File: src/wdog_regs.vh
// constants for the runaway code watchdog
// Overview of operation
// RQ1 - 6-bit counter fed by 12-bit crystal prescaler
// RQ2 - rate select picks 2^13 or 2^18 minus 16
// RQ3 - overflow without service raises system reset
// RQ4 - write to service clears counter, prescaler 12:5
// RQ5 - reset pin low 32 cycles, cause flag set
// RQ6 - monitor mode plus test voltage disables watchdog
// RQ7 - stop instruction clears the prescaler
// RQ8 - service read returns reset vector low byte
// RQ9 - power-on clears prescaler after 4096 cycles
// RQ10 - internal reset clears prescaler and counter
// RQ11 - reset vector fetch clears the prescaler
// RQ12 - disable bit set means watchdog fully inactive (code only masks the overflow reset, prescaler and counter keep running)
// RQ13 - never raises interrupts, only system reset
// RQ14 - blank vector monitor entry disables until power-on
// RQ15 - keeps counting in wait mode
// RQ16 - stop gates clock, clears prescaler, freezes count
// RQ17 - stop disabled option turns stop into reset
// RQ18 - break plus test voltage on reset pin disables
// RQ19 - software services right after reset and stop
// RQ20 - disabled watchdog holds overflow reset inactive
`ifndef WDOG_REGS_VH
`define WDOG_REGS_VH
// ======================================================
// register map
`define WDOG_SERVICE_ADDR   16'hFFFF
`define RESET_VECTOR_LO     8'hC0 // arbitrary vector low byte, kept apart from idle 00
// system_options fields
`define OPT_RATE_BIT        0
`define OPT_DISABLE_BIT     1
`define OPT_STOP_EN_BIT     2
`define OPT_RESET_VAL       8'h00
// reset cause fields
`define CAUSE_WDOG_BIT      1
`define CAUSE_ILLOP_BIT     4
// ======================================================
// timing
`define PRESCALE_W          12
`define COUNTER_W           6
`define SERVICE_CLR_LO      5
`define SHORT_TAP           7
`define LONG_TAP            12
`define PIN_LOW_CYCLES      32
`define POR_DELAY_CYCLES    4096
`endif

File: src/wdog_sync.v
// two flip-flop level synchroniser
`timescale 1ns/100ps
`default_nettype none
module wdog_sync #(
  parameter W = 1
) (
  input  wire         mclk_i,   // clock
  input  wire         resetn_i, // async reset, active low
  input  wire [W-1:0] d_i,      // async level in
  output wire [W-1:0] q_o       // synchronised level
);
  reg [W-1:0] s1_q;
  reg [W-1:0] s2_q;
  // ======================================================
  // two stage capture
  always @(posedge mclk_i or negedge resetn_i) begin
    if (!resetn_i) begin
      s1_q <= {W{1'b0}};
      s2_q <= {W{1'b0}};
    end else begin
      s1_q <= d_i;
      s2_q <= s1_q;
    end
  end
  assign q_o = s2_q;
endmodule // wdog_sync
`default_nettype wire

File: src/runaway_code_watchdog.v
// runaway code watchdog with prescaler, counter and reset output
`timescale 1ns/100ps
`default_nettype none
`include "wdog_regs.vh"
module runaway_code_watchdog #(
  parameter PRE_W   = `PRESCALE_W,      // prescaler width
  parameter CNT_W   = `COUNTER_W,       // watchdog counter width
  parameter POR_DLY = `POR_DELAY_CYCLES // power-on prescaler clear delay
) (
  input  wire        mclk_i,          // crystal clock
  input  wire        resetn_i,        // power-on reset, active low
  input  wire [15:0] addr_i,          // cpu address bus
  input  wire [7:0]  wdata_i,         // cpu write data
  input  wire        wr_i,            // cpu write strobe
  input  wire        rd_i,            // cpu read strobe
  input  wire        vector_fetch_i,  // reset vector fetch cycle
  input  wire        opt_wr_i,        // system_options write strobe
  input  wire        stop_exec_i,     // stop instruction executed
  input  wire        wait_mode_i,     // cpu in wait mode
  input  wire        monitor_mode_i,  // monitor mode active
  input  wire        monitor_blank_i, // monitor entered by blank vectors
  input  wire        break_i,         // break interrupt active
  input  wire        rst_pin_tst_i,   // test voltage on reset pin (pin)
  input  wire        irq_pin_tst_i,   // test voltage on irq pin (pin)
  input  wire        int_reset_i,     // other internal reset sources
  output reg  [7:0]  rdata_o,         // read data
  output reg  [7:0]  options_o,       // system_options contents
  output reg  [7:0]  reset_cause_o,   // reset_cause_register contents
  output reg         rst_pin_oe_o,    // drive reset pin low
  output wire        rst_pin_o,       // reset pin output level
  output reg         sys_reset_o,     // system reset request
  output reg         stop_enter_o,    // stop mode accepted
  output wire        irq_o            // interrupt request, always idle
);
  // ======================================================
  // pin synchronisers
  wire [1:0] tst_s;
  wdog_sync #(.W(2)) u_sync (
    .mclk_i   (mclk_i),
    .resetn_i (resetn_i),
    .d_i      ({irq_pin_tst_i, rst_pin_tst_i}),
    .q_o      (tst_s)
  );
  wire rst_tst = tst_s[0];
  wire irq_tst = tst_s[1];

  // ======================================================
  // state
  reg [PRE_W-1:0] pre_q;
  reg [PRE_W-1:0] pre_d;
  reg [CNT_W-1:0] cnt_q;
  reg [CNT_W-1:0] cnt_d;
  reg [5:0]       pin_cnt_q;
  reg [12:0]      por_cnt_q;
  reg             por_done_q;
  reg             blank_lock_q;
  reg             stopped_q;
  reg             tap_prev_q;
  localparam [5:0] PIN_LOW = `PIN_LOW_CYCLES; // reset pin low time, sized to the counter

  // low byte of reset vector, returned on service reads
  function [7:0] vec_lo;
    input dummy;
    begin
      vec_lo = `RESET_VECTOR_LO; // RQ8
    end
  endfunction

  // ======================================================
  // decodes
  wire svc_wr  = wr_i && (addr_i == `WDOG_SERVICE_ADDR);        // RQ4
  wire svc_rd  = rd_i && (addr_i == `WDOG_SERVICE_ADDR);
  wire stop_ok = options_o[`OPT_STOP_EN_BIT];
  wire stop_go = stop_exec_i && stop_ok;
  wire illop   = stop_exec_i && !stop_ok;                       // RQ17
  // disable sources
  wire mon_dis = monitor_mode_i && (rst_tst || irq_tst);        // RQ6
  wire brk_dis = break_i && rst_tst;                            // RQ18
  wire cfg_dis = options_o[`OPT_DISABLE_BIT];                   // RQ12
  wire wd_off  = cfg_dis || mon_dis || brk_dis || blank_lock_q; // RQ14
  // internal reset while pin is held or another source asserts
  wire int_rst = sys_reset_o || int_reset_i;                    // RQ10
  // prescaler clear events
  wire pre_clr = int_rst || stop_go || vector_fetch_i ||
                 (por_cnt_q == POR_DLY[12:0]);                  // RQ7 RQ9 RQ11
  // tap selection for the counter clock
  wire tap = options_o[`OPT_RATE_BIT] ? pre_q[`SHORT_TAP-1] :
                                        pre_q[`LONG_TAP-1];     // RQ2
  wire tick = tap_prev_q && !tap;                               // RQ1
  wire ovf  = tick && (cnt_q == {CNT_W{1'b1}});

  // ======================================================
  // prescaler and counter next values
  always @* begin
    pre_d = pre_q;
    cnt_d = cnt_q;
    if (!stopped_q) begin
      pre_d = pre_q + {{(PRE_W-1){1'b0}}, 1'b1};               // RQ15 RQ16
      if (tick) cnt_d = cnt_q + {{(CNT_W-1){1'b0}}, 1'b1};
    end
    if (svc_wr) begin
      cnt_d = {CNT_W{1'b0}};                                    // RQ4
      pre_d[PRE_W-1:`SERVICE_CLR_LO-1] = {(PRE_W-`SERVICE_CLR_LO+1){1'b0}};
    end
    if (pre_clr) pre_d = {PRE_W{1'b0}};
    if (int_rst) cnt_d = {CNT_W{1'b0}};                         // RQ10
  end

  // ======================================================
  // counting state
  always @(posedge mclk_i or negedge resetn_i) begin
    if (!resetn_i) begin
      pre_q      <= {PRE_W{1'b0}};
      cnt_q      <= {CNT_W{1'b0}};
      tap_prev_q <= 1'b0;
      stopped_q  <= 1'b0;
    end else begin
      pre_q      <= pre_d;
      cnt_q      <= cnt_d;
      // a service clears the tap bit too, so no false tick may follow it
      tap_prev_q <= (pre_clr || svc_wr) ? 1'b0 : tap;
      // stop freezes until an internal reset or a cpu write wakes the part
      if (stop_go) stopped_q <= 1'b1;                           // RQ16
      else if (int_rst || !stop_exec_i && wr_i) stopped_q <= 1'b0;
    end
  end

  // ======================================================
  // power-on delay counter
  always @(posedge mclk_i or negedge resetn_i) begin
    if (!resetn_i) begin
      por_cnt_q  <= 13'h0000;
      por_done_q <= 1'b0;
    end else if (!por_done_q) begin
      por_cnt_q  <= por_cnt_q + 13'h0001;
      if (por_cnt_q == POR_DLY[12:0]) por_done_q <= 1'b1;       // RQ9
    end
  end

  // ======================================================
  // blank vector monitor lock, cleared only by power-on
  always @(posedge mclk_i or negedge resetn_i) begin
    if (!resetn_i) begin
      blank_lock_q <= 1'b0;
    end else if (monitor_mode_i && monitor_blank_i && !irq_tst) begin
      blank_lock_q <= 1'b1;                                     // RQ14
    end
  end

  // ======================================================
  // reset output and pin drive
  always @(posedge mclk_i or negedge resetn_i) begin
    if (!resetn_i) begin
      pin_cnt_q    <= 6'h00;
      rst_pin_oe_o <= 1'b0;
      sys_reset_o  <= 1'b0;
    end else if (pin_cnt_q != 6'h00) begin
      pin_cnt_q <= pin_cnt_q - 6'h01;
      if (pin_cnt_q == 6'h01) begin
        rst_pin_oe_o <= 1'b0;
        sys_reset_o  <= 1'b0;
      end
    end else if ((ovf && !wd_off) || illop) begin               // RQ3 RQ20
      pin_cnt_q    <= PIN_LOW;                                  // RQ5
      rst_pin_oe_o <= 1'b1;
      sys_reset_o  <= 1'b1;
    end
  end
  assign rst_pin_o = 1'b0;
  assign irq_o     = 1'b0; // RQ13

  // ======================================================
  // options and reset cause registers
  always @(posedge mclk_i or negedge resetn_i) begin
    if (!resetn_i) begin
      options_o     <= `OPT_RESET_VAL;                          // RQ2
      reset_cause_o <= 8'h00;
    end else begin
      if (opt_wr_i) options_o <= wdata_i;
      if (ovf && !wd_off && pin_cnt_q == 6'h00) begin
        reset_cause_o <= 8'h00;
        reset_cause_o[`CAUSE_WDOG_BIT] <= 1'b1;                 // RQ5
      end else if (illop && pin_cnt_q == 6'h00) begin
        reset_cause_o <= 8'h00;
        reset_cause_o[`CAUSE_ILLOP_BIT] <= 1'b1;                // RQ17
      end
    end
  end

  // ======================================================
  // read data and stop acknowledge
  always @(posedge mclk_i or negedge resetn_i) begin
    if (!resetn_i) begin
      rdata_o      <= 8'h00;
      stop_enter_o <= 1'b0;
    end else begin
      rdata_o      <= svc_rd ? vec_lo(1'b0) : 8'h00;            // RQ8
      stop_enter_o <= stop_go;
    end
  end
endmodule // runaway_code_watchdog
`default_nettype wire

File: config.mk
export PLATFORM = sky130hd
export DESIGN_NAME = runaway_code_watchdog
export DESIGN_NICKNAME = d
export VERILOG_FILES = /design/src/wdog_sync.v /design/src/runaway_code_watchdog.v
export VERILOG_INCLUDE_DIRS = /design/src
export SDC_FILE = /design/constraint.sdc
export NUM_CORES = 1
export LEC_CHECK = 0
export BUFFER_PORTS_ARGS = -buffer_cell sky130_fd_sc_hd__buf_2
export CAP_MARGIN = 30
export CORE_MARGIN = 3
export CORE_UTILIZATION = 38
export DETAILED_ROUTE_END_ITERATION = 10
export SLEW_MARGIN = 20
export SYNTH_ARGS = -nofsm -noshare
export SYNTH_HDL_FRONTEND = slang
export SYNTH_SLANG_ARGS = --single-unit
File: constraint.sdc
create_clock -name mclk_i -period 5.85 [get_ports mclk_i]
set_clock_uncertainty 0.1 [all_clocks]
set_input_delay 0.2925 -clock mclk_i [delete_from_list [all_inputs] [get_ports mclk_i]]
set_output_delay 0.2925 -clock mclk_i [all_outputs]
set_load 0.01 [all_outputs]
==> flow_summary.yaml <==
synthesis:
  yosysMostFrequentCell: "dfrtp_1"
  yosysWarnings: 0
  synth_top_area_frac: 0.5130
  synth_edf_count: 0
  synth_common_cells: "dfrtp_1 (58), nor2_1 (22), xnor2_1 (18), buf_4 (16)"
  syn_inst: 252
  synthesis.area_sq_mm: 0.002829
  synth.yosys.seq_area_share: 0.5130
  ys_types: 45
  synth_flop_cell: "dfrtp_1"
  yosys.area.top_type: "dfrtp_1"
  synth_area_leaders: "dfrtp_1 (51%), xnor2_1 (5.6%), mux2_2 (4.4%)"
  syn_area_per_cell_sq_um: 11.23
  ys_ff_latch: 58
  async_flop_share: 1.000
clocking:
  cts_resized: 0
  htreeDepth: 3
  clkTransAtPathRegs_ps: 70
  clk_path_buf_depth: 2
  cts-root-buf: "clkbuf_8"
  insertion_delay_ps: 330
  clkSinkCount: 58
  cts_buffers: 9
  cts_tree: "built"
placed_design:
  dp_hpwl_mm: 3.615
  post-place-ws_ps: 3756
  gp_congestion: 0.7272
  dpl_cell_area_sq_mm: 0.003128
  port_buffers: 51
timing:
  finalCritPeriodShare: 0.3568
  max_freq_mhz: 479.1
  worst_hold_slack_ps: 1.007
  rsz0062_at_grt: "false"
  fin_setup_tns_ps: 0
  period_needed_ps: 2087
  drv_slew: 0
  max_slew_margin: 0.5257
  finalSetupViolations: 0
  hold_viol_final: 0
  fin_ws_ps: 3763
  max_slew.worst_pin.slew_ps: 711.4
detailed_routing:
  avgRoutedWirePerCell_um: 12.50
  firstDrtPassIters: 6
  num_vias: 1935
  drt_iter0_drc: 60
  drc: 0
  vias_per_cell: 4.697
  antenna_left: 0
  drt-total-wl_mm: 5.149
global_routing:
  grt_start_max_net_pins: 59
  antenna_found_initial: 0
  grt_pass1_vias: 1882
  grt_overflow_total: 0
  grt.total_usage: 0.1332
  grt_first_pass_wirelength_mm: 8.749
min_path:
  hold_class: "in -> async"
floorplanning:
  start_util: 0.4030
  dieArea_sq_mm: 0.008516
  die_x_um: 92.28
  fp.dieH_um: 92.28
  core_sq_mm: 0.007019
  row_count: 30
  boundaryPins: 67
setup_path:
  arrival_ps: 2200
  crit_required_ps: 5960
  start_kind: "register"
  cp_max_fo: 9
  worstSetupEndpointType: "register"
  critPathKind: "reg -> reg"
run_status:
  status: "finished, final reports clean"
power_and_ir_drop:
  ir_worst_vdd_v: 0.0001198
  leakagePower_nw: 1.530
  powerDensity_mw_per_mm2: 310.3
cells_and_area:
  final_area_sq_mm: 0.003367
  diodes: 0
  synthToLayoutAreaGrowth_pct: 19.02
  ff_latch_area_sq_mm: 0.001451
  multi_input_area_sq_mm: 0.001260
  nets: 356
  drive_above_1_share: 0.3038
  num-fill-cells: 666
flow_run:
  maxCapViolations: 0
==> cell usage in the layout, fill, tap and decap left out, drive strengths merged, types with 3 or more instances in the layout <==
master | synthesis | routed
buf | 17 | 52
clkbuf | 2 | 11
conb | 1 | 14
dfrtp | 58 | 58
ha | 7 | 7
inv | 9 | 9
mux2 | 11 | 11
mux2i | 3 | 3
nand2 | 13 | 13
nand2b | 3 | 3
nand3 | 9 | 9
nand4 | 11 | 11
nor2 | 31 | 31
nor3 | 6 | 6
nor4 | 4 | 4
or4 | 3 | 3
xnor2 | 18 | 18
xor2 | 13 | 13
==> cells by family (layout without fill, tap and decap cells) <==
logic type                 after synthesis  after routing  share of synthesized area
other                                    1             14                   0.001326
DFF                                     58             58                     0.5130
xor gates and xnor gates                31             31                    0.09598
adders and majority gates                7              7                    0.03096
muxes                                   14             14                    0.05440
buffers and inverters                   28             79                    0.05882
and+or+nand+nor                         97             97                     0.1933
AOI/OAI and AO/OA                       16             16                    0.05219
==> worst paths after layout <==
kind | start | endpoint | slack, ps | cells past startpoint
worst min-delay path | resetn_i | options_o[6] | 1 | 2
worst max register to register | por_cnt_q[0] | pre_q[10] | 3760 | 6
min in group mclk_i | rd_i | rdata_o[6] | 70 | 3
max in group asynchronous | resetn_i | pre_q[3] | 5180 | 2
worst max-delay path | por_cnt_q[0] | pre_q[10] | 3760 | 6
worst min register to register | u_sync.s1_q[1] | u_sync.q_o[1] | 260 | 0
==> stage by stage <==
| step | power, W | utilization | instances |
|---|---|---|---|
| detailed placement | 0.0006473 | 0.4456 | 394 |
| finish | 0.001045 | 0.4797 | 412 |
| CTS | 0.001063 | 0.4797 | 412 |
| floorplan | 0.0005984 | - | 265 |
| global route | 0.001099 | 0.4797 | 412 |
| global placement | 0.0006415 | 0.4456 | 394 |
==> flip-flops by register name (all words and copies together) (netlist names), 2 cells and up <==
name           flops
cnt_q              6
pre_q             12
reset_cause_o      2
por_cnt_q         13
pin_cnt_q          6
options_o          8
u_sync.s1_q        2
u_sync.q_o         2
==> worst max-delay path: stages, from the launching register on <==
cell and delay [ps]:
dfrtp_1 460, inv_1 90, ha_1 140, or4bb_1 540
o31ai_4 280, o21bai_4 280, nor2_2 70
==> cell type report <==
| class | instances | area share |
|---|---|---|
| repair buffers | 54 | 0.08398 |
| well taps | 96 | 0.03567 |
| clock inverters | 5 | 0.02304 |
| inverters | 9 | 0.01003 |
| flip-flops and latches | 58 | 0.4311 |
| clock buffers | 11 | 0.04199 |
| multi-input cells | 179 | 0.3742 |
==> repair_timing <==
action / CTS / global route
hold buffers: 2 / 0
setup buffers: 0 / 0
hold endpoints to repair: 2 / 0
==> power by group <==
group,internal (W),switching [W],total (W)
Combinational,0.0000793,0.0000839,0.000163
Sequential,0.000440,0.0000353,0.000476
Clock,0.000250,0.000156,0.000406
==> layer usage <==
| layer | global-route usage | up-vias | wire (um) |
|---|---|---|---|
| met3 | 0.04594 | 6 | 318 |
| li1 | - | 956 | - |
| met5 | 0 | - | 0 |
| met1 | 0.1664 | 921 | 2412 |
| met4 | 0.05941 | 0 | 77 |
| met2 | 0.2080 | 52 | 2340 |
Power figures use the tool's default switching activity.
